===== src/core/cpdr_pkg.sv =====
/*
 * Constants shared by the content-protection debug/status register block:
 * register indices, field positions, reset values and timing figures.
 * Assumes a single 250 MHz clock and a 32-bit Avalon-MM register bus.
 */
// Functional notes
// - Idle bus over one second counts free
// - Timeout-disable bit turns bus timeout off
// - Mirror bits read-only, copied from transmitter
// - Ones-complement checksum per channel each line
// - Fast verify: check 2, integrity 16 frames
// - Slow verify: check 16, integrity 128 frames
// - Timer speedup bit accelerates authentication timers
// - Bit 0 picks fast or standard timing
// - Bypass bit passes encrypted pixels through
// - Policy bit keeps or re-enables downstream protection
// - Checksum mismatch sets status bit 1
// - Status write with byte lane 0 enabled clears checksum error unless a mismatch lands that cycle
// - Successful authentication sets status bit 0
// - Lost or restarted authentication clears flag
// - Write port stores byte at pointer
// - Pointer zeroed first, then auto-increments
package cpdr_pkg;
	// Register indices; byte address is four times the index
	localparam logic [7:0] IDX_DBG_MIRROR = 8'hc0;
	localparam logic [7:0] IDX_DBG_CTRL   = 8'hc1;
	localparam logic [7:0] IDX_STATUS     = 8'hc4;
	localparam logic [7:0] IDX_KEY_WRITE  = 8'hc9;
	localparam logic [7:0] IDX_PTR_LO     = 8'hca;
	localparam logic [7:0] IDX_PTR_HI     = 8'hcb;
	// Field positions
	localparam int BIT_TO_DIS  = 6;
	localparam int BIT_CHK_EN  = 3;
	localparam int BIT_FAST_LINK_VERIFY = 2;
	localparam int BIT_TMR_ACC = 1;
	localparam int BIT_I2C_FST = 0;
	localparam int BIT_BYPASS  = 1;
	localparam int BIT_POLICY  = 0;
	localparam int BIT_CHK_ERR = 1;
	localparam int BIT_AUTH_COMPLETE  = 0;
	// Writable or defined bits per register
	localparam logic [7:0] MIRROR_MASK = 8'h4f;
	localparam logic [7:0] CTRL_MASK   = 8'h03;
	localparam logic [7:0] RST_VAL     = 8'h00;
	// Verification cadence masks, period in frames minus one
	localparam logic [6:0] FC_FAST = 7'h01;
	localparam logic [6:0] LI_FAST = 7'h0f;
	localparam logic [6:0] FC_SLOW = 7'h0f;
	localparam logic [6:0] LI_SLOW = 7'h7f;
	// Bus idle timeout
	localparam int TIMEOUT_MS  = 1000;
	localparam int CLK_MHZ     = 250;
	localparam int IDLE_CYCLES = TIMEOUT_MS * 1000 * CLK_MHZ;
	localparam int KEY_AW      = 9;
endpackage : cpdr_pkg


===== src/core/cpdr_cadence.sv =====
/*
 * Frame counter that strobes the frame check and link integrity updates.
 * Assumes one frame-start pulse per frame.
 */
`timescale 1ns/100ps
`default_nettype none
module cpdr_cadence
	import cpdr_pkg::*;
(
	input  wire logic i_clk,
	input  wire logic i_sys_rst,
	input  wire logic i_clk_en,
	input  wire logic i_frame,
	input  wire logic i_fast,
	output logic      o_fc_strobe,
	output logic      o_li_strobe
);
	logic [6:0] cnt_r;
	logic [6:0] fc_m;
	logic [6:0] li_m;

	assign fc_m = i_fast ? FC_FAST : FC_SLOW;
	assign li_m = i_fast ? LI_FAST : LI_SLOW;

	// Count frames and strobe on period boundaries
	always_ff @(posedge i_clk or posedge i_sys_rst) begin
		if (i_sys_rst) begin
			cnt_r       <= 7'h00;
			o_fc_strobe <= 1'b0;
			o_li_strobe <= 1'b0;
		end else if (i_clk_en) begin
			o_fc_strobe <= i_frame && ((cnt_r & fc_m) == fc_m);
			o_li_strobe <= i_frame && ((cnt_r & li_m) == li_m);
			if (i_frame) begin
				cnt_r <= cnt_r + 7'h01;
			end
		end
	end

	a_li_fast_period: assert property (@(posedge i_clk) disable iff (i_sys_rst)
		i_clk_en && i_fast && i_frame && cnt_r[3:0] == 4'hf |=> o_li_strobe)
		else $error("integrity strobe missed in fast mode");
	a_fc_slow_gap: assert property (@(posedge i_clk) disable iff (i_sys_rst)
		i_clk_en && !i_fast && i_frame && cnt_r[3:0] != 4'hf |=> !o_fc_strobe)
		else $error("frame check strobe too early in slow mode");
endmodule : cpdr_cadence
`default_nettype wire


===== src/core/cpdr_key_mem.sv =====
/*
 * Key-list storage: one write port, one registered read port.
 * Assumes writes and reads in the single system clock domain.
 */
`timescale 1ns/100ps
`default_nettype none
module cpdr_key_mem
	import cpdr_pkg::*;
#(
	parameter int DW = 8,
	parameter int AW = KEY_AW
) (
	input  wire logic          i_clk,
	input  wire logic          i_clk_en,
	input  wire logic          i_we,
	input  wire logic [AW-1:0] i_waddr,
	input  wire logic [DW-1:0] i_wdata,
	input  wire logic [AW-1:0] i_raddr,
	output logic      [DW-1:0] o_rdata
);
	logic [DW-1:0] mem [2**AW];

	// Store and fetch
	always_ff @(posedge i_clk) begin
		if (i_clk_en) begin
			if (i_we) begin
				mem[i_waddr] <= i_wdata;
			end
			o_rdata <= mem[i_raddr];
		end
	end
endmodule : cpdr_key_mem
`default_nettype wire


===== src/core/cpdr_regs.sv =====
/*
 * Content-protection debug and status register bank with key-list write port.
 * Assumes an Avalon-MM master with waitrequest, one 250 MHz clock, and
 * pulses from the authentication engine and video path in the same domain.
 */
`timescale 1ns/100ps
`default_nettype none
module cpdr_regs
	import cpdr_pkg::*;
#(
	parameter int IDLE_LIMIT = IDLE_CYCLES
) (
	input  wire logic        i_clk,
	input  wire logic        i_sys_rst,
	input  wire logic        i_clk_en,
	input  wire logic [9:0]  i_avs_address,
	input  wire logic        i_avs_read,
	input  wire logic        i_avs_write,
	input  wire logic [31:0] i_avs_writedata,
	input  wire logic [3:0]  i_avs_byteenable,
	output logic      [31:0] o_avs_readdata,
	output logic             o_avs_waitrequest,
	input  wire logic [7:0]  i_remote_dbg,
	input  wire logic        i_i2c_activity,
	input  wire logic        i_frame_start,
	input  wire logic        i_pix_valid,
	input  wire logic [23:0] i_pix_clear,
	input  wire logic [23:0] i_pix_cipher,
	input  wire logic        i_line_end,
	input  wire logic [23:0] i_line_chksum,
	input  wire logic        i_auth_done,
	input  wire logic        i_auth_lost,
	input  wire logic        i_auth_restart,
	input  wire logic        i_auth_start,
	input  wire logic        i_tx_prot_on,
	input  wire logic [8:0]  i_key_raddr,
	output logic      [7:0]  o_key_rdata,
	output logic      [23:0] o_pix_data,
	output logic             o_i2c_fast,
	output logic             o_i2c_timeout_en,
	output logic             o_i2c_bus_free,
	output logic             o_auth_timer_accel,
	output logic             o_fc_strobe,
	output logic             o_li_strobe,
	output logic             o_reenable_prot,
	output logic             o_auth_complete
);
	logic [7:0]  mirror_r;
	logic [7:0]  ctrl_r;
	logic        chk_err_r;
	logic [7:0]  key_last_r;
	logic [8:0]  ptr_r;
	logic [31:0] idle_cnt_r;
	logic [2:0]  ch_bad;
	logic        req;
	logic        wr_go;
	logic [7:0]  idx;
	logic [7:0]  rd_nxt;
	logic        key_we;

	assign req    = i_avs_read || i_avs_write;
	assign idx    = i_avs_address[9:2];
	assign wr_go  = i_avs_write && !o_avs_waitrequest && i_avs_byteenable[0];
	assign key_we = wr_go && idx == IDX_KEY_WRITE;

	// Waitrequest drops for one cycle, the cycle after a request appears
	always_ff @(posedge i_clk or posedge i_sys_rst) begin
		if (i_sys_rst) begin
			o_avs_waitrequest <= 1'b1;
		end else if (i_clk_en) begin
			o_avs_waitrequest <= !(req && o_avs_waitrequest);
		end
	end

	// Read mux, reserved bits and unmapped addresses read zero
	always_comb begin
		rd_nxt = RST_VAL;
		unique case (idx)
			IDX_DBG_MIRROR: rd_nxt = mirror_r;
			IDX_DBG_CTRL:   rd_nxt = ctrl_r;
			IDX_STATUS:     rd_nxt = {6'h00, chk_err_r, o_auth_complete};
			IDX_KEY_WRITE:  rd_nxt = key_last_r;
			IDX_PTR_LO:     rd_nxt = ptr_r[7:0];
			IDX_PTR_HI:     rd_nxt = {7'h00, ptr_r[8]};
			default:        rd_nxt = RST_VAL;
		endcase
	end

	// Read data registered while waitrequest is still high
	always_ff @(posedge i_clk or posedge i_sys_rst) begin
		if (i_sys_rst) begin
			o_avs_readdata <= 32'h0000_0000;
		end else if (i_clk_en && i_avs_read && o_avs_waitrequest) begin
			o_avs_readdata <= {24'h00_0000, rd_nxt};
		end
	end

	// Mirror of the remote transmitter's debug register, never written here
	always_ff @(posedge i_clk or posedge i_sys_rst) begin
		if (i_sys_rst) begin
			mirror_r <= RST_VAL;
		end else if (i_clk_en) begin
			mirror_r <= i_remote_dbg & MIRROR_MASK;
		end
	end

	// Local control register, reserved bits dropped
	always_ff @(posedge i_clk or posedge i_sys_rst) begin
		if (i_sys_rst) begin
			ctrl_r <= RST_VAL;
		end else if (i_clk_en && wr_go && idx == IDX_DBG_CTRL) begin
			ctrl_r <= i_avs_writedata[7:0] & CTRL_MASK;
		end
	end

	// Key-list pointer: set by software, stepped by each data write
	always_ff @(posedge i_clk or posedge i_sys_rst) begin
		if (i_sys_rst) begin
			ptr_r      <= 9'h000;
			key_last_r <= RST_VAL;
		end else if (i_clk_en && wr_go) begin
			if (idx == IDX_PTR_LO) begin
				ptr_r[7:0] <= i_avs_writedata[7:0];
			end else if (idx == IDX_PTR_HI) begin
				ptr_r[8] <= i_avs_writedata[0];
			end else if (key_we) begin
				ptr_r      <= ptr_r + 9'h001;
				key_last_r <= i_avs_writedata[7:0];
			end
		end
	end

	cpdr_key_mem #(
		.DW (8),
		.AW (KEY_AW)
	) u_key_mem (
		.i_clk    (i_clk),
		.i_clk_en (i_clk_en),
		.i_we     (key_we),
		.i_waddr  (ptr_r),
		.i_wdata  (i_avs_writedata[7:0]),
		.i_raddr  (i_key_raddr),
		.o_rdata  (o_key_rdata)
	);

	// Per-channel ones-complement line sums
	generate
		for (genvar c = 0; c < 3; c++) begin : g_chk
			logic [7:0] sum_r;
			logic [8:0] s;
			assign s = {1'b0, sum_r} + {1'b0, i_pix_clear[8*c +: 8]};
			assign ch_bad[c] = (~sum_r) != i_line_chksum[8*c +: 8];
			always_ff @(posedge i_clk or posedge i_sys_rst) begin
				if (i_sys_rst) begin
					sum_r <= 8'h00;
				end else if (i_clk_en) begin
					if (i_line_end) begin
						sum_r <= 8'h00;
					end else if (i_pix_valid) begin
						sum_r <= s[7:0] + {7'h00, s[8]};
					end
				end
			end
		end
	endgenerate

	// Status flags; a hardware set wins over a clear in the same cycle
	always_ff @(posedge i_clk or posedge i_sys_rst) begin
		if (i_sys_rst) begin
			chk_err_r       <= 1'b0;
			o_auth_complete <= 1'b0;
		end else if (i_clk_en) begin
			if (i_line_end && mirror_r[BIT_CHK_EN] && |ch_bad) begin
				chk_err_r <= 1'b1;
			end else if (wr_go && idx == IDX_STATUS) begin
				chk_err_r <= 1'b0;
			end
			if (i_auth_done) begin
				o_auth_complete <= 1'b1;
			end else if (i_auth_lost || i_auth_restart) begin
				o_auth_complete <= 1'b0;
			end
		end
	end

	// Bus idle timeout for the protection I2C master
	always_ff @(posedge i_clk or posedge i_sys_rst) begin
		if (i_sys_rst) begin
			idle_cnt_r     <= 32'h0000_0000;
			o_i2c_bus_free <= 1'b0;
		end else if (i_clk_en) begin
			if (i_i2c_activity || mirror_r[BIT_TO_DIS]) begin
				idle_cnt_r     <= 32'h0000_0000;
				o_i2c_bus_free <= 1'b0;
			end else if (idle_cnt_r < 32'(IDLE_LIMIT)) begin
				idle_cnt_r <= idle_cnt_r + 32'h0000_0001;
			end else begin
				o_i2c_bus_free <= 1'b1;
			end
		end
	end

	// Mode outputs and pixel path
	always_ff @(posedge i_clk or posedge i_sys_rst) begin
		if (i_sys_rst) begin
			o_i2c_fast         <= 1'b0;
			o_i2c_timeout_en   <= 1'b0;
			o_auth_timer_accel <= 1'b0;
			o_pix_data         <= 24'h00_0000;
			o_reenable_prot    <= 1'b0;
		end else if (i_clk_en) begin
			o_i2c_fast         <= mirror_r[BIT_I2C_FST];
			o_i2c_timeout_en   <= !mirror_r[BIT_TO_DIS];
			o_auth_timer_accel <= mirror_r[BIT_TMR_ACC];
			o_pix_data <= ctrl_r[BIT_BYPASS] ? i_pix_cipher : i_pix_clear;
			o_reenable_prot <= i_auth_start &&
				!(ctrl_r[BIT_POLICY] && i_tx_prot_on);
		end
	end

	cpdr_cadence u_cadence (
		.i_clk       (i_clk),
		.i_sys_rst   (i_sys_rst),
		.i_clk_en    (i_clk_en),
		.i_frame     (i_frame_start),
		.i_fast      (mirror_r[BIT_FAST_LINK_VERIFY]),
		.o_fc_strobe (o_fc_strobe),
		.o_li_strobe (o_li_strobe)
	);

	// Bus handshake: one answer cycle per request, frozen with the enable
	a_wait_one_low: assert property (@(posedge i_clk) disable iff (i_sys_rst)
		i_clk_en && !o_avs_waitrequest |=> o_avs_waitrequest)
		else $error("waitrequest low for more than one cycle");
	a_wait_answer: assert property (@(posedge i_clk) disable iff (i_sys_rst)
		i_clk_en && req && o_avs_waitrequest |=> !o_avs_waitrequest)
		else $error("request not answered in the next cycle");
	a_rd_upper_zero: assert property (@(posedge i_clk) disable iff (i_sys_rst)
		!o_avs_waitrequest |-> o_avs_readdata[31:8] == 24'h00_0000)
		else $error("read data upper bits not zero");

	// Register contents and reserved bits
	a_mirror_ro: assert property (@(posedge i_clk) disable iff (i_sys_rst)
		i_clk_en ##1 i_clk_en |-> mirror_r == ($past(i_remote_dbg) & MIRROR_MASK))
		else $error("mirror register diverged from remote");
	a_mirror_rsvd: assert property (@(posedge i_clk) disable iff (i_sys_rst)
		(mirror_r & ~MIRROR_MASK) == 8'h00)
		else $error("mirror reserved bit set");
	a_ctrl_rsvd: assert property (@(posedge i_clk) disable iff (i_sys_rst)
		(ctrl_r & ~CTRL_MASK) == 8'h00)
		else $error("control reserved bit set");
	a_ctrl_write: assert property (@(posedge i_clk) disable iff (i_sys_rst)
		i_clk_en && wr_go && idx == IDX_DBG_CTRL
		|=> ctrl_r == ($past(i_avs_writedata[7:0]) & CTRL_MASK))
		else $error("control write not taken");
	a_ptr_step: assert property (@(posedge i_clk) disable iff (i_sys_rst)
		i_clk_en && key_we |=> ptr_r == $past(ptr_r) + 9'h001)
		else $error("key pointer did not advance");
	a_key_last: assert property (@(posedge i_clk) disable iff (i_sys_rst)
		i_clk_en && key_we |=> key_last_r == $past(i_avs_writedata[7:0]))
		else $error("key byte not captured");

	// Status flags
	a_status_clear: assert property (@(posedge i_clk) disable iff (i_sys_rst)
		i_clk_en && wr_go && idx == IDX_STATUS && !i_line_end |=> !chk_err_r)
		else $error("status write did not clear checksum error");
	a_chk_err_set: assert property (@(posedge i_clk) disable iff (i_sys_rst)
		i_clk_en && i_line_end && mirror_r[BIT_CHK_EN] && |ch_bad |=> chk_err_r)
		else $error("checksum mismatch not flagged");
	a_chk_err_gate: assert property (@(posedge i_clk) disable iff (i_sys_rst)
		!mirror_r[BIT_CHK_EN] && !chk_err_r |=> !chk_err_r)
		else $error("checksum error set while disabled");
	a_auth_set: assert property (@(posedge i_clk) disable iff (i_sys_rst)
		i_clk_en && i_auth_done |=> o_auth_complete)
		else $error("auth complete not set");
	a_auth_clear: assert property (@(posedge i_clk) disable iff (i_sys_rst)
		i_clk_en && !i_auth_done && (i_auth_lost || i_auth_restart)
		|=> !o_auth_complete)
		else $error("auth complete not cleared");

	// Mode outputs, bus timeout and pixel path
	a_fast_timing: assert property (@(posedge i_clk) disable iff (i_sys_rst)
		i_clk_en && $stable(mirror_r) |=> o_i2c_fast == $past(mirror_r[BIT_I2C_FST]))
		else $error("fast timing select wrong");
	a_timeout_en: assert property (@(posedge i_clk) disable iff (i_sys_rst)
		i_clk_en |=> o_i2c_timeout_en == !$past(mirror_r[BIT_TO_DIS]))
		else $error("timeout enable wrong");
	a_timer_accel: assert property (@(posedge i_clk) disable iff (i_sys_rst)
		i_clk_en |=> o_auth_timer_accel == $past(mirror_r[BIT_TMR_ACC]))
		else $error("timer speedup select wrong");
	a_free_off: assert property (@(posedge i_clk) disable iff (i_sys_rst)
		i_clk_en && (mirror_r[BIT_TO_DIS] || i_i2c_activity) |=> !o_i2c_bus_free)
		else $error("bus free while active or disabled");
	a_free_set: assert property (@(posedge i_clk) disable iff (i_sys_rst)
		i_clk_en && !i_i2c_activity && !mirror_r[BIT_TO_DIS] &&
		idle_cnt_r >= 32'(IDLE_LIMIT) |=> o_i2c_bus_free)
		else $error("bus not free after idle limit");
	a_bypass_pix: assert property (@(posedge i_clk) disable iff (i_sys_rst)
		i_clk_en && ctrl_r[BIT_BYPASS] |=> o_pix_data == $past(i_pix_cipher))
		else $error("bypass did not pass encrypted data");
	a_clear_pix: assert property (@(posedge i_clk) disable iff (i_sys_rst)
		i_clk_en && !ctrl_r[BIT_BYPASS] |=> o_pix_data == $past(i_pix_clear))
		else $error("decrypted data not passed");
	a_policy_keep: assert property (@(posedge i_clk) disable iff (i_sys_rst)
		i_clk_en && i_auth_start && ctrl_r[BIT_POLICY] && i_tx_prot_on |=> !o_reenable_prot)
		else $error("protection re-enabled against policy");
	a_policy_redo: assert property (@(posedge i_clk) disable iff (i_sys_rst)
		i_clk_en && i_auth_start && !ctrl_r[BIT_POLICY] |=> o_reenable_prot)
		else $error("protection not re-enabled at start");
endmodule : cpdr_regs
`default_nettype wire


===== config.mk =====
export PLATFORM = sky130hd
export DESIGN_NAME = cpdr_regs
export DESIGN_NICKNAME = d
export VERILOG_FILES = /design/src/core/cpdr_pkg.sv /design/src/core/cpdr_cadence.sv /design/src/core/cpdr_key_mem.sv /design/src/core/cpdr_regs.sv
export SDC_FILE = /design/constraint.sdc
export NUM_CORES = 2
export LEC_CHECK = 0
export ABC_AREA = 1
export BUFFER_PORTS_ARGS = -buffer_cell sky130_fd_sc_hd__buf_2
export CORE_MARGIN = 4
export CORE_UTILIZATION = 30
export CTS_BUF_LIST = sky130_fd_sc_hd__clkbuf_16
export CTS_CLUSTER_DIAMETER = 80
export DETAILED_ROUTE_END_ITERATION = 6
export PLACE_DENSITY = 0.46
export SYNTH_ARGS = -nofsm -noshare
export SYNTH_HDL_FRONTEND = slang
export SYNTH_SLANG_ARGS = --single-unit
export TNS_END_PERCENT = 20

===== constraint.sdc =====
create_clock -name i_clk -period 11 [get_ports i_clk]
set_input_delay 1.65 -clock i_clk [delete_from_list [all_inputs] [get_ports i_clk]]
set_output_delay 1.65 -clock i_clk [all_outputs]
set_load 0.01 [all_outputs]

Word level (Yosys, flattened, before mapping):

Memory sizes are Yosys's and may differ from the RTL's. A register that Yosys moved wholly into a read port is not among the register bits.
Cells that the tools add are included.

* register bits after elaboration: 129
* bits in writable memories: 4096
* input bits: 149
* memories kept: 1

* $add $sub $neg: 9
* order comparisons: 1
* equal/unequal tests: 13
* muxes and demuxes: 25
* bitwise gates (word level): 7
* reductions and logical operators: 38

Memory list
* u_key_mem.mem: words 512, bits a word 8, rd ports 1, clocked after Yosys merged registers in 1, wr ports 1, RTL line cpdr_key_mem.sv:21 `logic [DW-1:0] mem [2**AW];`

Operator list (number)
* $mux 32: 2
* $mux 8: 8
* $eq 8x8->1 const B: 6
* $pmux 8 s6: 1
* $add 32x1->32 const B: 1
* $lt 32x28->1 const B: 1
* $add 8x8->9: 3
* $add 8x1->8: 3
* $mux 24: 1
* $ne 8x8->1: 3
* $not 8->8: 3
* $logic_and 1x1->1: 15
* $and 7x7->7: 2
* $eq 7x7->1: 2
* $reduce_and 2->1: 6
* $reduce_bool 2->1: 6
* $mux 1: 10
* $add 9x1->9 const B: 1
* $mux 9: 1
* $add 7x1->7 const B: 1
* $mux 7: 1
* $reduce_and 3->1: 2
* $logic_not 1->1: 4
* $mux 4: 1
* 5 further kinds: 9

Logic depth before layout (Yosys ltp):

* word-level depth: 7
* gate-level depth with buffers: 22

Cells and area by module:

From an unflattened synthesis, not the netlist that was laid out.

* cells, all modules: 15138
* area total of the unflattened synthesis: 175370.7 um2

By module, submodules not included
* cpdr_key_mem: times used 1, cells each 13874, area an instance 166547.2 um2
* cpdr_regs: times used 1, cells each 1204, area an instance 8351.8 um2
* cpdr_cadence: times used 1, cells each 60, area an instance 471.7 um2

Least setup slack after synthesis:

No wires, ideal clock.

* path type: input -> register
* start point: input i_pix_clear[16]
* end point: register g_chk[2].sum_r[6]
* library setup time: 128 ps
* data arrival time: 3826 ps
* path slack: 7046 ps
* cell stages on the path: 20
* cells stage by stage: ha_1 fa_1 nand2_1 nand2_1 nand2_1 nand2_1 nand2_1 nand2_1 a21oi_1 nand2b_1 inv_1 nor2_1 o21bai_1 ha_1 ha_1 nand2_1 or3_1 nor2_1 o21ai_0 o21ai_0

* longest elaborated chain between the ends: 4

Ends and longest elaborated chain
* start: declaration: RTL line cpdr_regs.sv:27 `input wire logic [23:0] i_pix_clear,`
* $add 8x8->9: RTL line cpdr_regs.sv:151 `assign s = {1'b0, sum_r} + {1'b0, i_pix_clear[8*c +: 8]};`
* $add 8x1->8: RTL line cpdr_regs.sv:160 `sum_r <= s[7:0] + {7'h00, s[8]};`
* $mux 8: RTL line cpdr_regs.sv:159 `end else if (i_pix_valid) begin`
* $mux 8: RTL line cpdr_regs.sv:157 `if (i_line_end) begin`
* end signal: assignment: RTL line cpdr_regs.sv:160
* end: declaration: RTL line cpdr_regs.sv:149 `logic [7:0] sum_r;`

No other way between the ends. The select of a mux whose other input is x is not followed.
A chain may end at the register's enable or synchronous reset.

==> results.cfg <==
[global_routing]
antenna_found_initial = 36
grt_max_degree = 190
grt_first_pass_wirelength_mm = 762
grt_pass1_vias = 107000
overflow = 0
track_usage_pct = 17.1

[pwr]
vdd.ir_drop.worst_uv = 125
powerDensity_nw_per_um2 = 175
p_leak_nw = 67.6

[sta]
rsz0062_at_grt = no
finalClockSkew_ns = 0.0469
fin_setup_tns_ns = 0
setup-violations-final = 0
hold_viol = 0
period_minus_slack_ns = 5.30
fmax_ghz = 0.189
fin_ws_ns = 5.70
slew_headroom_pct = 17.8
period_share_pct = 48.2
tightest_slew_ns = 1.23
drv_slew = 0

[critical_path]
cp-start-kind = input pin
rr_worst_depth = 10
rrSetupSlack_ns = 6.53
path_class = input pin to flop
r2r_start = o_avs_waitrequest$_DFFE_PP1P_
crit_arrival_ns = 6.16
r2r-end = u_key_mem.mem[29][3]$_DFFE_PP_
crit_path_end_kind = flop
critPathRequiredTime_ns = 11.86
crit_fanout = 147

[finish]
area_growth_pct = 12.0
nets = 14900
fill_cells = 57900
utilization_pct = 33.7
final_layout_size_suffix_gt1_share_pct = 6.55
final_cell_area_sq_um = 196000

[routing]
drc = 2
vias = 112000
wl_mm = 526
ant_nets = 0
drtIter0Drc = 10700
routed_via_density = 4.91
firstDrtPassIters = 7
wl_per_cell_um = 23.0

[synthesis]
synth_common_cells = 4,402 x nand2_1, 4,138 x nand3_1, 4,104 x edfxtp_1
synth.area.top_cells = edfxtp_1 71%, nand3_1 12%, nand2_1 9.5%
avgSynthCellArea_sq_um = 11.7
syn_area_sq_um = 175000
synthCells = 14900
yosysMostFrequentCell = nand2_1
synth-seq-area-share_pct = 72.4
yosysTopAreaCell = edfxtp_1
synth_edf_count = 4104
synthArstFlopShare_pct = 3.05
ys_ff_latch = 4233
synth.distinct_cells = 49
synth-warning-count = 0
yosysTopAreaCellShare_pct = 70.5
synth_flop_cell = edfxtp_1

[cts]
clk_path_buf_depth = 4
clock_latency_ns = 1.03
cts_setup_buffers = 0
cts.sinks = 4233
cts_buffers = 452
cts_tree = built
clk_pin_slew_ns = 0.06
htree_levels = 5
cts_resized = 0
clock_tree.root_cell = clkbuf_16
ctsHoldBuffers = 0

[floorplanning]
rows = 280
chipWidth_um = 771
core-area_sq_um = 581000
die_h_um = 771
die_area_sq_um = 595000
io_pins = 222
initial_core_util_pct = 30.1

[place]
io_buffers = 165
place.gp.congestion = 0.780
hpwl_mm = 280
post-place-ws_ns = 4.63
postPlaceCellArea_sq_um = 182000

[min_path]
holdPathEnd = u_cadence.cnt_r[5]$_DFFE_PP0P_
min-delay-path-class = flop to flop
hp-start = u_cadence.cnt_r[5]$_DFFE_PP0P_
holdPathStages = 1

[status]
violations = design-rule violations
outcome = finished, violations left

[run]
cap_violations = 0
cell families (layout without fill, tap and decap cells):
logic type,after synthesis,after routing,share of synthesized area [%]
mux,1,1,0.00573
compound gates,165,165,0.541
buf+inv,1157,1282,3.46
simple gates,9255,9255,23.0
flops,4233,4233,72.4
xor+xnor,61,61,0.306
other cells,1,40,0.00215
fa+ha+maj,39,39,0.292
registers in the layout, summed over array words and instances (netlist names):
signal and flops:
chk_err_r 1, ctrl_r 2, g_chk.sum_r 24, idle_cnt_r 32
key_last_r 8, mirror_r 5, o_auth_complete 1, o_auth_timer_accel 1
o_avs_readdata 8, o_avs_waitrequest 1, o_i2c_bus_free 1, o_i2c_fast 1
o_i2c_timeout_en 1, o_pix_data 24, o_reenable_prot 1, ptr_r 9
u_cadence.cnt_r 7, u_cadence.o_fc_strobe 1, u_cadence.o_li_strobe 1, u_key_mem.mem 4096
u_key_mem.o_rdata 8
metal layers:
layer	global-route usage [%]	wire, um
met5	0	80
met4	4.11	12200
met3	2.33	29900
met2	26.5	238000
met1	25.3	246000
layout by cell type, fill, tap and decap left out, drive strengths merged, types with 3 or more instances in the layout:
cell type,instances
nand2,4404
nand3,4138
edfxtp,4104
nor2,627
clkbuf,462
buf,341
inv,241
clkinv,211
dfrtp,128
o21ai,107
ha,36
xnor2,31
xor2,30
nand4,26
conb,24
nor3,24
bufinv,22
a21oi,19
diode,16
nand3b,13
nor4,11
a22o,7
a32o,7
o22ai,6
o21bai,5
clkinvlp,5
o211ai,4
nor3b,4
or2,3
nand2b,3
fa,3
critical path, stage by stage:
cell	delay (ns)
buf_12	0.27
buf_12	0.54
buf_12	0.59
buf_4	0.81
nand2_1	0.12
nand3_1	0.13
nand3_1	0.11
nand3_1	0.12
nand3_1	0.19
nand3_1	0.13
nand3_1	0.21
nand3_1	0.28
nand3_1	0.42
nand2_1	0.20
metrics by stage:
stage	instances	total power, mW	hold WS, ns
floorplan	14900	19.3	0.434
global placement	22000	20.2	0.454
detailed placement	22000	20.2	0.454
CTS	22800	34.7	0.469
global route	22800	35.5	0.479
finish	22800	34.3	0.459
how the worst max path moves through the flow:
stage	start	endpoint
4_1_cts	i_clk_en	u_key_mem.mem[29][2]$_DFFE_PP_
5_1_grt	i_clk_en	u_key_mem.mem[404][3]$_DFFE_PP_
3_3_place_gp	i_clk_en	u_key_mem.mem[29][4]$_DFFE_PP_
2_1_floorplan	i_sys_rst	chk_err_r$_DFFE_PP0P_
6_report	i_key_raddr[0]	u_key_mem.o_rdata[4]$_DFFE_PP_
3_5_place_dp	i_clk_en	u_key_mem.mem[404][0]$_DFFE_PP_
where the power goes:
group          internal [mW]  switching (mW)
clock network           8.06            6.41
registers               17.7          0.0450
logic                  0.513            1.60
total                   26.3            8.05
cell type report:
cell class,instances,area (sq um),area share (%)
antenna,16,40.0,0.0205
inverter,117,499,0.255
multi-input combinational,9545,42400,21.7
clock buffer,462,11600,5.91
clock inverter,362,2230,1.14
sequential,4233,126000,64.6
tap,7755,9700,4.96
timing repair buffer,341,2810,1.43
(Power assumes the default switching activity.)
